--- config.mk ---
export PLATFORM = sky130hd
export DESIGN_NAME = amcac_top
export DESIGN_NICKNAME = d
export VERILOG_FILES = /design/src/amcac_pkg.sv /design/src/amcac_vel_check.sv /design/src/amcac_top.sv
export VERILOG_INCLUDE_DIRS = /design/src
export SDC_FILE = /design/constraint.sdc
export NUM_CORES = 2
export LEC_CHECK = 0
export ABC_AREA = 1
export BUFFER_PORTS_ARGS = -buffer_cell sky130_fd_sc_hd__buf_2
export CELL_PAD_IN_SITES_DETAIL_PLACEMENT = 1
export CELL_PAD_IN_SITES_GLOBAL_PLACEMENT = 1
export CORE_MARGIN = 2
export CORE_UTILIZATION = 43
export CTS_BUF_LIST = sky130_fd_sc_hd__clkbuf_8
export DETAILED_ROUTE_END_ITERATION = 6
export PLACE_DENSITY = 0.82
export SYNTH_ARGS = -nofsm -noshare
export SYNTH_HDL_FRONTEND = slang
export SYNTH_SLANG_ARGS = --single-unit
--- constraint.sdc ---
create_clock -name clock -period 9.8 [get_ports clock]
set_clock_uncertainty 0.1 [all_clocks]
set_input_delay 0.49 -clock clock [delete_from_list [all_inputs] [get_ports clock]]
set_output_delay 0.49 -clock clock [all_outputs]
set_load 0.03 [all_outputs]
--- src/amcac_defines.svh ---
// Operation
// - velocity move on first scan refused, 38h
// - velocity move with drive disabled refused, 39h
// - velocity move with program selected refused, 3Ah
// - velocity move during home cycle refused, 3Bh
// - velocity move while jog bit set refused, 3Ch
// - velocity move while abort bit set refused, 3Dh
// - velocity above user-unit limit refused, 3Eh
// - scaled velocity above count limit refused, 3Fh
// - jog during find home refused, 40h
// - jog during velocity move refused, 41h
// - jog while forced command present refused, 42h
// - jog with program selected needs feedhold, 43h
// - forced command during jog refused, 47h
// - forced command during velocity move refused, 48h
// - forced command with program selected refused, 49h
// - forced command with follower enabled refused, 4Ah
`ifndef AMCAC_DEFINES_SVH
`define AMCAC_DEFINES_SVH

// register word addresses on the plain register port
`define AMCAC_ADDR_VEL        8'h00
`define AMCAC_ADDR_CMD        8'h04
`define AMCAC_ADDR_CTRL       8'h08
`define AMCAC_ADDR_SCALE      8'h0c
`define AMCAC_ADDR_STATUS     8'h10

// command codes carried in the low byte of the host command word
`define AMCAC_CMD_NONE        8'h00
`define AMCAC_CMD_VMOVE       8'h22
`define AMCAC_CMD_FAOUT       8'h24
`define AMCAC_CMD_FSVEL       8'h34

// control register bit positions
`define AMCAC_CTRL_DRV_EN     0
`define AMCAC_CTRL_ABORT      1
`define AMCAC_CTRL_JOG_FWD    2
`define AMCAC_CTRL_JOG_REV    3
`define AMCAC_CTRL_FEEDHOLD   4
`define AMCAC_CTRL_FIRST_SCAN 5

// status register bit positions, error code sits in bits 7:0
`define AMCAC_STAT_ERR_VALID  8
`define AMCAC_STAT_MOVE       9
`define AMCAC_STAT_JOG        10
`define AMCAC_STAT_FORCE      11
`define AMCAC_STAT_ANALOG     12

// scale register fields and reset values
`define AMCAC_SCALE_SHIFT_LSB 16
`define AMCAC_SCALE_NUM_RST   16'h0001
`define AMCAC_SCALE_SHIFT_RST 5'h00

// error codes
`define AMCAC_ERR_NONE        8'h00
`define AMCAC_ERR_VM_SCAN     8'h38
`define AMCAC_ERR_VM_DRIVE    8'h39
`define AMCAC_ERR_VM_PROG     8'h3a
`define AMCAC_ERR_VM_HOME     8'h3b
`define AMCAC_ERR_VM_JOG      8'h3c
`define AMCAC_ERR_VM_ABORT    8'h3d
`define AMCAC_ERR_VM_USER     8'h3e
`define AMCAC_ERR_VM_COUNTS   8'h3f
`define AMCAC_ERR_JG_HOME     8'h40
`define AMCAC_ERR_JG_VMOVE    8'h41
`define AMCAC_ERR_JG_FORCE    8'h42
`define AMCAC_ERR_JG_PROG     8'h43
`define AMCAC_ERR_FC_JOG      8'h47
`define AMCAC_ERR_FC_VMOVE    8'h48
`define AMCAC_ERR_FC_PROG     8'h49
`define AMCAC_ERR_FC_FOLLOW   8'h4a

// velocity limits: 8,388,607 user units/s and 1,000,000 counts/s
`define AMCAC_MAX_USER_VEL    32'h007fffff
`define AMCAC_MAX_CNT_VEL     48'h0000000f4240

`endif

--- src/amcac_pkg.sv ---
package amcac_pkg;

	// axis activity; the three motions exclude each other
	typedef enum logic [1:0] {
		ACT_IDLE  = 2'b00,
		ACT_VMOVE = 2'b01,
		ACT_JOG   = 2'b10,
		ACT_FORCE = 2'b11
	} amcac_act_e;

	// one register port request
	typedef struct packed {
		logic        wr;
		logic        rd;
		logic [7:0]  addr;
		logic [31:0] wdata;
	} amcac_req_s;

	// host discrete control bits
	typedef struct packed {
		logic first_scan;
		logic feedhold;
		logic jog_rev;
		logic jog_fwd;
		logic abort_all;
		logic drive_en;
	} amcac_ctrl_s;

	// magnitude of a two's complement word; min value maps to 80000000h unsigned
	function automatic logic [31:0] amcac_abs32(input logic [31:0] v);
		return v[31] ? (32'h00000000 - v) : v;
	endfunction

endpackage

--- src/amcac_vel_check.sv ---
`timescale 1ns/1ps
`default_nettype none
`include "amcac_defines.svh"

// velocity limit screening and user-unit to count scaling
module amcac_vel_check import amcac_pkg::*; (
	input  wire logic [31:0] vel,
	input  wire logic [15:0] scale_num,
	input  wire logic [4:0]  scale_shift,
	output logic             over_user,
	output logic             over_counts,
	output logic [31:0]      vel_counts
);

	logic [31:0] mag;
	logic [47:0] prod;
	logic [47:0] scaled;

	// full 48-bit product so no overflow hides an over-limit request
	assign mag         = amcac_abs32(vel);
	assign prod        = {16'h0000, mag} * {32'h00000000, scale_num};
	assign scaled      = prod >> scale_shift;
	assign over_user   = mag > `AMCAC_MAX_USER_VEL;
	assign over_counts = scaled > `AMCAC_MAX_CNT_VEL;
	// sign restored; only meaningful when over_counts is low
	assign vel_counts  = vel[31] ? (32'h00000000 - scaled[31:0]) : scaled[31:0];

endmodule
`default_nettype wire

--- src/amcac_top.sv ---
`timescale 1ns/1ps
`default_nettype none
`include "amcac_defines.svh"

// per-axis admission checker for velocity, jog and forced commands
module amcac_top import amcac_pkg::*; (
	input  wire logic       clock,
	input  wire logic       rst_n,
	input  wire amcac_req_s bus_req,
	input  wire logic       program_selected,
	input  wire logic       home_active,
	input  wire logic       follower_enabled,
	output logic [31:0]     rdata,
	output logic            move_active,
	output logic            jog_active,
	output logic            force_active,
	output logic            force_analog,
	output logic [31:0]     vel_command,
	output logic [7:0]      err_code,
	output logic            err_valid,
	output logic            err_pulse
);

	amcac_act_e  act;
	amcac_act_e  next_act;
	amcac_ctrl_s ctrl;
	amcac_ctrl_s wr_ctrl_val;
	amcac_ctrl_s next_ctrl;
	logic [31:0] vel_reg;
	logic [15:0] scale_num;
	logic [4:0]  scale_shift;
	logic [31:0] next_rdata;
	logic [31:0] next_vel_command;
	logic        next_err_valid;

	logic        wr_vel;
	logic        wr_cmd;
	logic        wr_ctrl;
	logic        wr_scale;
	logic        wr_status;
	logic [7:0]  cmd_code;
	logic        cmd_vmove;
	logic        cmd_force;
	logic        cmd_none;
	logic        jog_bits_now;
	logic        jog_bits_new;
	logic        jog_req;
	logic        vmove_pre_ok;
	logic        over_user;
	logic        over_counts;
	logic [31:0] vel_counts;
	logic [7:0]  vmove_err;
	logic [7:0]  jog_err;
	logic [7:0]  force_err;
	logic [7:0]  refuse_code;
	logic        refuse;
	logic        accept;
	logic        stop_req;
	logic        err_clr;
	logic [31:0] status_word;

	// write strobes per register
	assign wr_vel    = bus_req.wr && (bus_req.addr == `AMCAC_ADDR_VEL);
	assign wr_cmd    = bus_req.wr && (bus_req.addr == `AMCAC_ADDR_CMD);
	assign wr_ctrl   = bus_req.wr && (bus_req.addr == `AMCAC_ADDR_CTRL);
	assign wr_scale  = bus_req.wr && (bus_req.addr == `AMCAC_ADDR_SCALE);
	assign wr_status = bus_req.wr && (bus_req.addr == `AMCAC_ADDR_STATUS);

	// command word and control word decode
	assign cmd_code     = bus_req.wdata[7:0];
	assign cmd_vmove    = wr_cmd && (cmd_code == `AMCAC_CMD_VMOVE);
	assign cmd_force    = wr_cmd && ((cmd_code == `AMCAC_CMD_FSVEL) ||
		(cmd_code == `AMCAC_CMD_FAOUT));
	assign cmd_none     = wr_cmd && (cmd_code == `AMCAC_CMD_NONE);
	assign wr_ctrl_val  = bus_req.wdata[5:0];
	assign next_ctrl    = wr_ctrl ? wr_ctrl_val : ctrl;
	assign jog_bits_now = ctrl.jog_fwd | ctrl.jog_rev;
	assign jog_bits_new = wr_ctrl_val.jog_fwd | wr_ctrl_val.jog_rev;
	// a jog request is a control write that raises the OR of the jog bit pair from zero
	assign jog_req      = wr_ctrl && jog_bits_new && !jog_bits_now;

	amcac_vel_check u_vel_check (
		.vel         (vel_reg),
		.scale_num   (scale_num),
		.scale_shift (scale_shift),
		.over_user   (over_user),
		.over_counts (over_counts),
		.vel_counts  (vel_counts)
	);

	// velocity move screening, highest priority first
	assign vmove_pre_ok = !ctrl.first_scan && ctrl.drive_en && !program_selected &&
		!home_active && !jog_bits_now && !ctrl.abort_all;
	assign vmove_err =
		ctrl.first_scan  ? `AMCAC_ERR_VM_SCAN   :
		!ctrl.drive_en   ? `AMCAC_ERR_VM_DRIVE  :
		program_selected ? `AMCAC_ERR_VM_PROG   :
		home_active      ? `AMCAC_ERR_VM_HOME   :
		jog_bits_now     ? `AMCAC_ERR_VM_JOG    :
		ctrl.abort_all   ? `AMCAC_ERR_VM_ABORT  :
		over_user        ? `AMCAC_ERR_VM_USER   :
		over_counts      ? `AMCAC_ERR_VM_COUNTS :
		`AMCAC_ERR_NONE;

	// jog screening; feedhold is taken from the same control write
	assign jog_err =
		home_active               ? `AMCAC_ERR_JG_HOME  :
		(act == ACT_VMOVE)        ? `AMCAC_ERR_JG_VMOVE :
		(act == ACT_FORCE)        ? `AMCAC_ERR_JG_FORCE :
		(program_selected && !wr_ctrl_val.feedhold) ? `AMCAC_ERR_JG_PROG :
		`AMCAC_ERR_NONE;

	// forced servo velocity / analog output screening
	assign force_err =
		(act == ACT_JOG)   ? `AMCAC_ERR_FC_JOG    :
		(act == ACT_VMOVE) ? `AMCAC_ERR_FC_VMOVE  :
		program_selected   ? `AMCAC_ERR_FC_PROG   :
		follower_enabled   ? `AMCAC_ERR_FC_FOLLOW :
		`AMCAC_ERR_NONE;

	// only one request kind can arrive per cycle, so one code at most
	assign refuse_code = cmd_vmove ? vmove_err : cmd_force ? force_err :
		jog_req ? jog_err : `AMCAC_ERR_NONE;
	assign refuse  = refuse_code != `AMCAC_ERR_NONE;
	assign accept  = (cmd_vmove || cmd_force || jog_req) && !refuse;
	assign err_clr = wr_status && bus_req.wdata[`AMCAC_STAT_ERR_VALID];
	// drive loss or abort ends a running move or jog; a force keeps running
	assign stop_req = next_ctrl.abort_all || !next_ctrl.drive_en;

	// activity state; a refused request leaves it alone unless its control write also aborts or drops the drive
	always_comb begin
		next_act = act;
		case (act)
			ACT_IDLE: begin
				if (accept && cmd_vmove) begin
					next_act = ACT_VMOVE;
				end else if (accept && cmd_force) begin
					next_act = ACT_FORCE;
				end else if (accept && jog_req) begin
					next_act = ACT_JOG;
				end
			end
			ACT_VMOVE: begin
				if (stop_req || cmd_none) begin
					next_act = ACT_IDLE;
				end
			end
			ACT_JOG: begin
				if (stop_req || !(next_ctrl.jog_fwd | next_ctrl.jog_rev)) begin
					next_act = ACT_IDLE;
				end
			end
			ACT_FORCE: begin
				if (cmd_none) begin
					next_act = ACT_IDLE;
				end else if (accept && cmd_vmove) begin
					next_act = ACT_VMOVE;
				end
			end
			default: begin
				next_act = ACT_IDLE;
			end
		endcase
	end

	// command velocity follows accepted data, zero once idle
	assign next_vel_command = (accept && (cmd_vmove || cmd_force)) ? vel_counts :
		(next_act == ACT_IDLE || next_act == ACT_JOG) ? 32'h00000000 : vel_command;
	// set wins over a software clear in the same cycle
	assign next_err_valid = refuse || (err_valid && !err_clr);

	assign status_word = {19'h00000, force_analog, force_active, jog_active, move_active,
		err_valid, err_code};

	// read mux; unmapped addresses read zero
	always_comb begin
		if (!bus_req.rd) begin
			next_rdata = 32'h00000000;
		end else if (bus_req.addr == `AMCAC_ADDR_VEL) begin
			next_rdata = vel_reg;
		end else if (bus_req.addr == `AMCAC_ADDR_CTRL) begin
			next_rdata = {26'h0000000, ctrl};
		end else if (bus_req.addr == `AMCAC_ADDR_SCALE) begin
			next_rdata = {11'h000, scale_shift, scale_num};
		end else if (bus_req.addr == `AMCAC_ADDR_STATUS) begin
			next_rdata = status_word;
		end else begin
			next_rdata = 32'h00000000;
		end
	end

	// software registers
	always_ff @(posedge clock or negedge rst_n) begin
		if (!rst_n) begin
			vel_reg     <= 32'h00000000;
			ctrl        <= 6'h00;
			scale_num   <= `AMCAC_SCALE_NUM_RST;
			scale_shift <= `AMCAC_SCALE_SHIFT_RST;
			rdata       <= 32'h00000000;
		end else begin
			vel_reg     <= wr_vel ? bus_req.wdata : vel_reg;
			ctrl        <= next_ctrl;
			scale_num   <= wr_scale ? bus_req.wdata[15:0] : scale_num;
			scale_shift <= wr_scale ? bus_req.wdata[20:16] : scale_shift;
			rdata       <= next_rdata;
		end
	end

	// activity and motion outputs, untouched by a refusal unless its control write aborts or drops the drive
	always_ff @(posedge clock or negedge rst_n) begin
		if (!rst_n) begin
			act          <= ACT_IDLE;
			move_active  <= 1'b0;
			jog_active   <= 1'b0;
			force_active <= 1'b0;
			force_analog <= 1'b0;
			vel_command  <= 32'h00000000;
		end else begin
			act          <= next_act;
			move_active  <= next_act == ACT_VMOVE;
			jog_active   <= next_act == ACT_JOG;
			force_active <= next_act == ACT_FORCE;
			force_analog <= (accept && cmd_force) ? (cmd_code == `AMCAC_CMD_FAOUT) :
				(force_analog && next_act == ACT_FORCE);
			vel_command  <= next_vel_command;
		end
	end

	// status-only error report; the last refusal's code is held
	always_ff @(posedge clock or negedge rst_n) begin
		if (!rst_n) begin
			err_code  <= `AMCAC_ERR_NONE;
			err_valid <= 1'b0;
			err_pulse <= 1'b0;
		end else begin
			err_code  <= refuse ? refuse_code : err_code;
			err_valid <= next_err_valid;
			err_pulse <= refuse;
		end
	end
endmodule
`default_nettype wire

**Yosys cells after proc, flatten, opt, wreduce, memory -nomap -nowiden**

Cells that the tools add are included.

- Word-level logic and storage cells: 118
- Flip-flop bits (word level): 139
- Input bits: 47

- $mul: 1
- Reductions and logical operators: 39
- $add $sub $neg: 2
- Shift-type cells: 1
- Multiplexer cells: 38
- Bitwise operators: 3
- Magnitude comparators: 2
- Equal/unequal tests: 13

Operators by type and width:

| kind | count |
|---|---|
| $mux 32 | 6 |
| $mux 7 | 11 |
| $sub 1x32->32 const A | 2 |
| $gt 48x20->1 const B | 1 |
| $mul 32x16->48 | 1 |
| $mux 6 | 8 |
| $shr 48x5->48 | 1 |
| $mux 21 | 2 |
| $gt 32x23->1 const B | 1 |
| $eq 8x6->1 const B | 3 |
| $logic_and 1x1->1 | 19 |
| $eq 8x4->1 const B | 2 |
| $logic_not 8->1 | 2 |
| $mux 2 | 7 |
| $mux 13 | 1 |
| $eq 2x2->1 const B | 4 |
| $eq 8x3->1 const B | 1 |
| $eq 8x5->1 const B | 1 |
| $logic_or 1x1->1 | 8 |
| $pmux 2 s4 | 1 |
| $reduce_bool 8->1 | 1 |
| $logic_not 1->1 | 6 |
| $eq 2x1->1 const B | 2 |
| $logic_not 2->1 | 2 |
| 4 further kinds | 6 |

**Depth between registers and ports, before layout**

- Depth after elaboration: 26
- Gate-level depth with buffers: 63
- Gate-level depth less buffers: 63

**Cells and area by module**

Synthesis repeated with hierarchy kept, for this count alone.

- Cells, all modules: 4056
- Area, all modules: 28248.3 µm²

Modules (own cells, without submodules):

| module | cells each | instances | area an instance (µm²) | sequential area each (µm²) |
|---|---|---|---|---|
| amcac_vel_check | 3387 | 1 | 22316.4 | 0.0 |
| amcac_top | 669 | 1 | 5931.9 | 3429.5 |

**Worst setup path before layout**

No wires, ideal clock.

- Path type: register to register
- From: register vel_reg[0]
- To: register vel_command[29]
- Data arrival time: 9.114 ns
- Required time: 9.566 ns
- Path buffers: 5
- Path slack: 0.452 ns
- Period minus slack after synthesis: 9.348 ns
- Setup time: 0.134 ns
- Cell stages (with the launch flop): 60
- Cells stage by stage: dfrtp_1 clkbuf_1 buf_1 inv_1 ha_1 inv_1 nor2_1 inv_1 nor2_1 inv_1 nor3_1 nand2_1 o21ai_1 o21ai_0 xor2_1 clkbuf_1 nand2_1 fa_1 (+24 left out) nand2_1 o21ai_1 inv_1 ha_1 nand3_2 nor2_2 nand4_1 nand3_2 nand4_4 nor2_2 nor2_2 nor2_2 nand2_2 nor2_2 or2_1 buf_6 buf_12 o22ai_2

- Longest elaborated chain between the ends: 25
- Elaborated cells between the ends (all ways): 35

RTL lines:

| element | line | text |
|---|---|---|
| start: declaration | amcac_top.sv:29 | `logic [31:0] vel_reg;` |
| start signal: assignment | amcac_top.sv:201 | `vel_reg <= wr_vel ? bus_req.wdata : vel_reg;` |
| $sub 1x32->32 | amcac_pkg.sv:31 | `return v[31] ? (32'h00000000 - v) : v;` |
| $mux 32 * | amcac_pkg.sv:31 |  |
| $mul 32x16->48 | amcac_vel_check.sv:21 | `assign prod = {16'h0000, mag} * {32'h00000000, scale_num};` |
| $shr 48x5->48 | amcac_vel_check.sv:22 | `assign scaled = prod >> scale_shift;` |
| $gt 48x20->1 (no line) | - |  |
| $mux 6 (no line) | - |  |
| $mux 6 (no line) * (7 in a row) | - |  |
| $mux 7 (no line) * | - |  |
| (+1 left out) | - |  |
| named net refuse | amcac_top.sv:56 | `logic refuse;` |
| (+2 left out) | - |  |
| $logic_and 1x1->1 | amcac_top.sv:139 | `end else if (accept && jog_req) begin` |
| $mux 2 | amcac_top.sv:139 |  |
| $mux 2 | amcac_top.sv:137 | `end else if (accept && cmd_force) begin` |
| $mux 2 | amcac_top.sv:135 | `if (accept && cmd_vmove) begin` |
| $pmux 2 s4 | amcac_top.sv:133 | `case (act)` |
| $eq 2x2->1 or $logic_not 2->1 (tied branches) | amcac_top.sv:168 | `(next_act == ACT_IDLE \|\| next_act == ACT_JOG) ? 32'h00000000 : vel_command;` |
| $logic_or 1x1->1 | amcac_top.sv:168 |  |
| $reduce_bool 2->1 (no line) | - |  |
| end signal: assignment | amcac_top.sv:225 | `vel_command <= next_vel_command;` |
| end: declaration | amcac_top.sv:18 | `output logic [31:0] vel_command,` |

The timed path passes the listed nets; every way through them passes the cells marked *.
A chain may end at the register's enable or synchronous reset.

**Final worst setup path**

- From: register vel_reg[0]
- To: register vel_command[28]

- Longest elaborated chain between the ends: 25
- Elaborated cells between the ends (all ways): 35

RTL lines:

| element | line |
|---|---|
| $sub 1x32->32 | amcac_pkg.sv:31 |
| $mux 32 * | amcac_pkg.sv:31 |
| $mul 32x16->48 | amcac_vel_check.sv:21 |
| $shr 48x5->48 | amcac_vel_check.sv:22 |
| $gt 48x20->1 (no line) | - |
| $mux 6 (no line) (8 in a row) | - |
| $mux 7 (no line) | - |
| $reduce_bool 8->1 (no line) | - |
| (+2 left out) | - |
| $logic_and 1x1->1 | amcac_top.sv:139 |
| $mux 2 | amcac_top.sv:139 |
| $mux 2 | amcac_top.sv:137 |
| $mux 2 | amcac_top.sv:135 |
| $pmux 2 s4 | amcac_top.sv:133 |
| $eq 2x2->1 or $logic_not 2->1 (tied branches) | amcac_top.sv:168 |
| $logic_or 1x1->1 | amcac_top.sv:168 |
| $reduce_bool 2->1 (no line) | - |

Every way passes the cells marked *; elsewhere a longest branch is shown, timed or not.

==> PnR_summary.wiki <==
{| class="wikitable"
! Metric !! Value
|-
| Final setup violating endpoints || 45
|-
| Final worst path period share || 104%
|-
| Root Buffer || clkbuf_8
|-
| Critical path data required time || 10070 ps
|-
| Antenna Nets Post-Route || 0
|-
| Overall power || 4.55 mW
|-
| Number of nets at the end of the flow || 4996
|-
| Vias || 30442
|-
| Reg-to-reg slack, setup || -410 ps
|-
| Share of synthesized cell area in full adder, half adder and majority cells || 35.1%
|-
| Number of antenna violations at the first check in global routing || 1
|-
| 1st-pass router iterations || 6
|-
| Ratio of cells with drive above 1 in the final layout || 27.2%
|-
| Hold Path Stages || 3
|-
| Max Clk Rate || 0.0979 GHz
|-
| Count of mapped cells out of synthesis || 4052
|-
| Switching Power || 2.45 mW
|-
| Ys async rst share || 100%
|-
| Max IR drop VDD || 0.107 mV
|-
| Worst EP arrival || 10480 ps
|-
| Final estimated routing congestion in global placement || 0.948
|-
| Share of Yosys cell area claimed by the top area cell type || 29.7%
|-
| Minimum period implied by the final worst setup slack || 10210 ps
|-
| Most area-consuming cells after synthesis || fa_1, nand2_1, dfrtp_1
|-
| # Max-Cap Violations || 0
|-
| Worst flop-to-flop path endpoint || vel_command[28]$_DFFE_PN0P_
|-
| Unique cell type count in the Yosys netlist || 55
|-
| Critical Path Max Stage Delay || 660 ps
|-
| Dominant combinational cell family by area after synthesis || adder cells
|-
| Post-synthesis compound-gate area fraction || 6.68%
|-
| Library cell with the largest summed area after synthesis || fa_1
|-
| Synth Area per Inst || 6.96 um^2
|-
| Worst reg2reg path depth || 55
|-
| Launch instance of the worst register-to-register path || vel_reg[0]$_DFFE_PN0P_
|-
| Part of the Yosys area used for sequential elements || 12.2%
|-
| Total half-perimeter wirelength after legalization and detailed placement || 91.0 mm
|-
| Slowest-stage cell, CP || fa_1
|-
| Count of synthesis-stage warnings from yosys || 0
|-
| Critical path fanouts, max || 6
|-
| Synthesized-area fraction occupied by and/or/nand/nor cells || 30.7%
|-
| Overflow left after global routing || 0
|-
| Max Transition Viols Final || 0
|-
| Number of top-level pins || 125
|-
| Mapped Nets || 4639
|-
| Pre-CTS setup slack || -520 ps
|-
| TritonCTS Buffers || 17
|-
| Number of global-route vias before repair || 31080
|-
| Post-synth design cell area || 28200 um^2
|-
| Xor/xnor cell area share of the yosys netlist || 1.65%
|-
| Overall routed net length || 128 mm
|-
| # diodes || 0
|-
| End point of the worst hold path || vel_reg[31]$_DFFE_PN0P_
|-
| Core Area || 64700 um^2
|-
| Net switching fraction of the power || 53.9%
|-
| Most frequent standard cell in the layout excluding fill and tap cells || nand2_1
|-
| Unrepaired setup endpoints after global routing || true
|-
| H-tree Lvls || 4
|-
| Mux contribution to synthesized area || 0.0355%
|-
| Critical path class || reg -> reg
|-
| Violated checks || negative setup slack
|-
| Number of synthesized register bits || 137
|-
| Slew at the pin closest to its max-slew limit || 1180 ps
|-
| Number of enable-type register cells in the synthesized netlist || 0
|-
| Kind of launch point of the worst setup path || flop
|-
| Classification of the worst-slack hold path || in -> reg
|-
| Comb pwr share || 75.2%
|-
| Relative area change from synthesis to final layout || 24.8%
|-
| Register clock-pin slew on the reported worst setup and hold paths || 100 ps
|-
| Die span in x || 260 um
|-
| Count of fill cells added during filler insertion || 8199
|-
| Iteration-0 DRC Markers || 3005
|-
| Hold Path Origin || bus_req[31]
|-
| Maximum number of buffers from clock root to sink || 2
|-
| Type of destination of the critical path || flop
|-
| Port buffer count || 123
|-
| DRC violations left || 0
|-
| First-pass GRT wire length || 177 mm
|-
| Skew-Pair Late Insertion Delay || 490 ps
|-
| GRT Total Usage || 33.7%
|-
| Wire length per cell after detailed routing || 24.2 um
|-
| Core Rows || 93
|-
| Cell internal pwr || 2.10 mW
|-
| Number of clock sinks || 137
|-
| Most instantiated flip-flop cell in the synthesis netlist || dfrtp_1
|-
| Worst relative slew slack || 21.1%
|-
| Part of the total power dissipated in sequential elements || 13.4%
|-
| Starting utilization of the core area || 43.6%
|-
| Die Ht || 260 um
|-
| Share of power burned in the clock network || 11.4%
|-
| Commonest non-fill, non-tap cells in the layout || nand2_1, inv_1, fa_1
|-
| Power density over the cells || 129 nW/um^2
|-
| Final worst slack || -412 ps
|-
| Outcome || complete, but fails checks
|-
| Static Leakage || 18.3 nW
|-
| Number of vias per cell || 5.77
|-
| Pin count of the biggest net entering global routing || 81
|-
| CTS tree || done
|-
| Count of endpoints failing hold in the final timing report || 0
|-
| Die area || 67700 um^2
|}
## how the worst max path moves through the flow
stage | end | depth (start not counted) | startpoint | slack [ps]
6_report | vel_command[28]$_DFFE_PN0P_ | 55 | vel_reg[0]$_DFFE_PN0P_ | -410
3_5_place_dp | vel_command[16]$_DFFE_PN0P_ | 57 | vel_reg[7]$_DFFE_PN0P_ | -520
4_1_cts | vel_command[31]$_DFFE_PN0P_ | 52 | vel_reg[1]$_DFFE_PN0P_ | 9
5_1_grt | vel_command[8]$_DFFE_PN0P_ | 56 | vel_reg[0]$_DFFE_PN0P_ | -690
2_1_floorplan | vel_command[29]$_DFFE_PN0P_ | 59 | vel_reg[0]$_DFFE_PN0P_ | 450
3_3_place_gp | vel_command[16]$_DFFE_PN0P_ | 55 | vel_reg[0]$_DFFE_PN0P_ | -200
## cells in the mapped netlist, drive strengths merged, types with 21 or more instances
library cell  instances
a21oi                94
buf                  54
clkbuf              107
clkinv               23
dfrtp               136
fa                  418
ha                  122
inv                 814
nand2              1151
nand3               369
nand4                34
nor2                401
nor3                 37
o211ai               21
o21ai               140
o22ai                23
xor2                 36
## logic make-up after synthesis
logic type                 after synthesis
and+or+nand+nor                       2019
other                                    1
adders and majority gates              540
AOI/OAI and AO/OA                      303
xor gates and xnor gates                53
buffers and inverters                  998
DFF                                    137
muxes                                    1
## routing by layer
metal | up-vias | part of all wire [%] | global-route usage [%] | wire [um]
li1 | 12933 | - | - | -
met1 | 15365 | 37 | 43.5 | 47600
met2 | 1616 | 49 | 57.6 | 62300
met3 | 526 | 7.6 | 4.40 | 9740
met4 | 2 | 6.3 | 12.5 | 8050
met5 | - | 0.010 | 0 | 13
## critical path: cells and delay by family (launching register included)
kind,cells,cell delay [ps]
buffers and inverters,16,1530
and+or+nand+nor,26,3160
adders and majority gates,8,3720
DFF,1,410
xor gates and xnor gates,2,500
AOI/OAI and AO/OA,3,680
## power groups by stage
| stage | clock network [mW] | logic (mW) | registers, mW |
|---|---|---|---|
| 6_report | 0.518 | 3.42 | 0.610 |
| 5_1_grt | 0.542 | 3.61 | 0.611 |
| 4_1_cts | 0.513 | 2.79 | 0.607 |
| 3_5_place_dp | 0 | 2.59 | 0.618 |
| 3_3_place_gp | 0 | 2.52 | 0.617 |
| 2_1_floorplan | 0 | 1.49 | 0.610 |
## stage by stage
step	utilization, %	TNS (ps)	std cells	area [um^2]	hold WS (ps)
global route	54.4	-26430	5277	35200	178
CTS	50.7	0	5219	32800	165
floorplan	-	0	4052	28200	94.4
detailed placement	48.6	-18390	5156	31400	392
global placement	48.6	-5550	5156	31400	375
finish	54.4	-12910	5277	35200	179
## timing repair
item / 4_1_cts / 5_1_grt
setup endpoints to repair: 45 / 46
pin swaps: 55 / 234
resized for setup: 177 / 512
setup buffers: 28 / 56
endpoints found under the hold margin: 56 / 0
hold buffers: 1 / 0
cloned: 2 / 2
## final cells by class
type | count | area [um^2] | share of cell area [%]
clock inverters | 15 | 179 | 0.508
inverters | 837 | 3200 | 9.09
multi-input cells | 2917 | 23400 | 66.4
clock buffers | 17 | 234 | 0.665
flip-flops and latches | 137 | 3430 | 9.75
well taps | 855 | 1070 | 3.04
repair buffers | 499 | 3710 | 10.5
(Power assumes the default switching activity.)
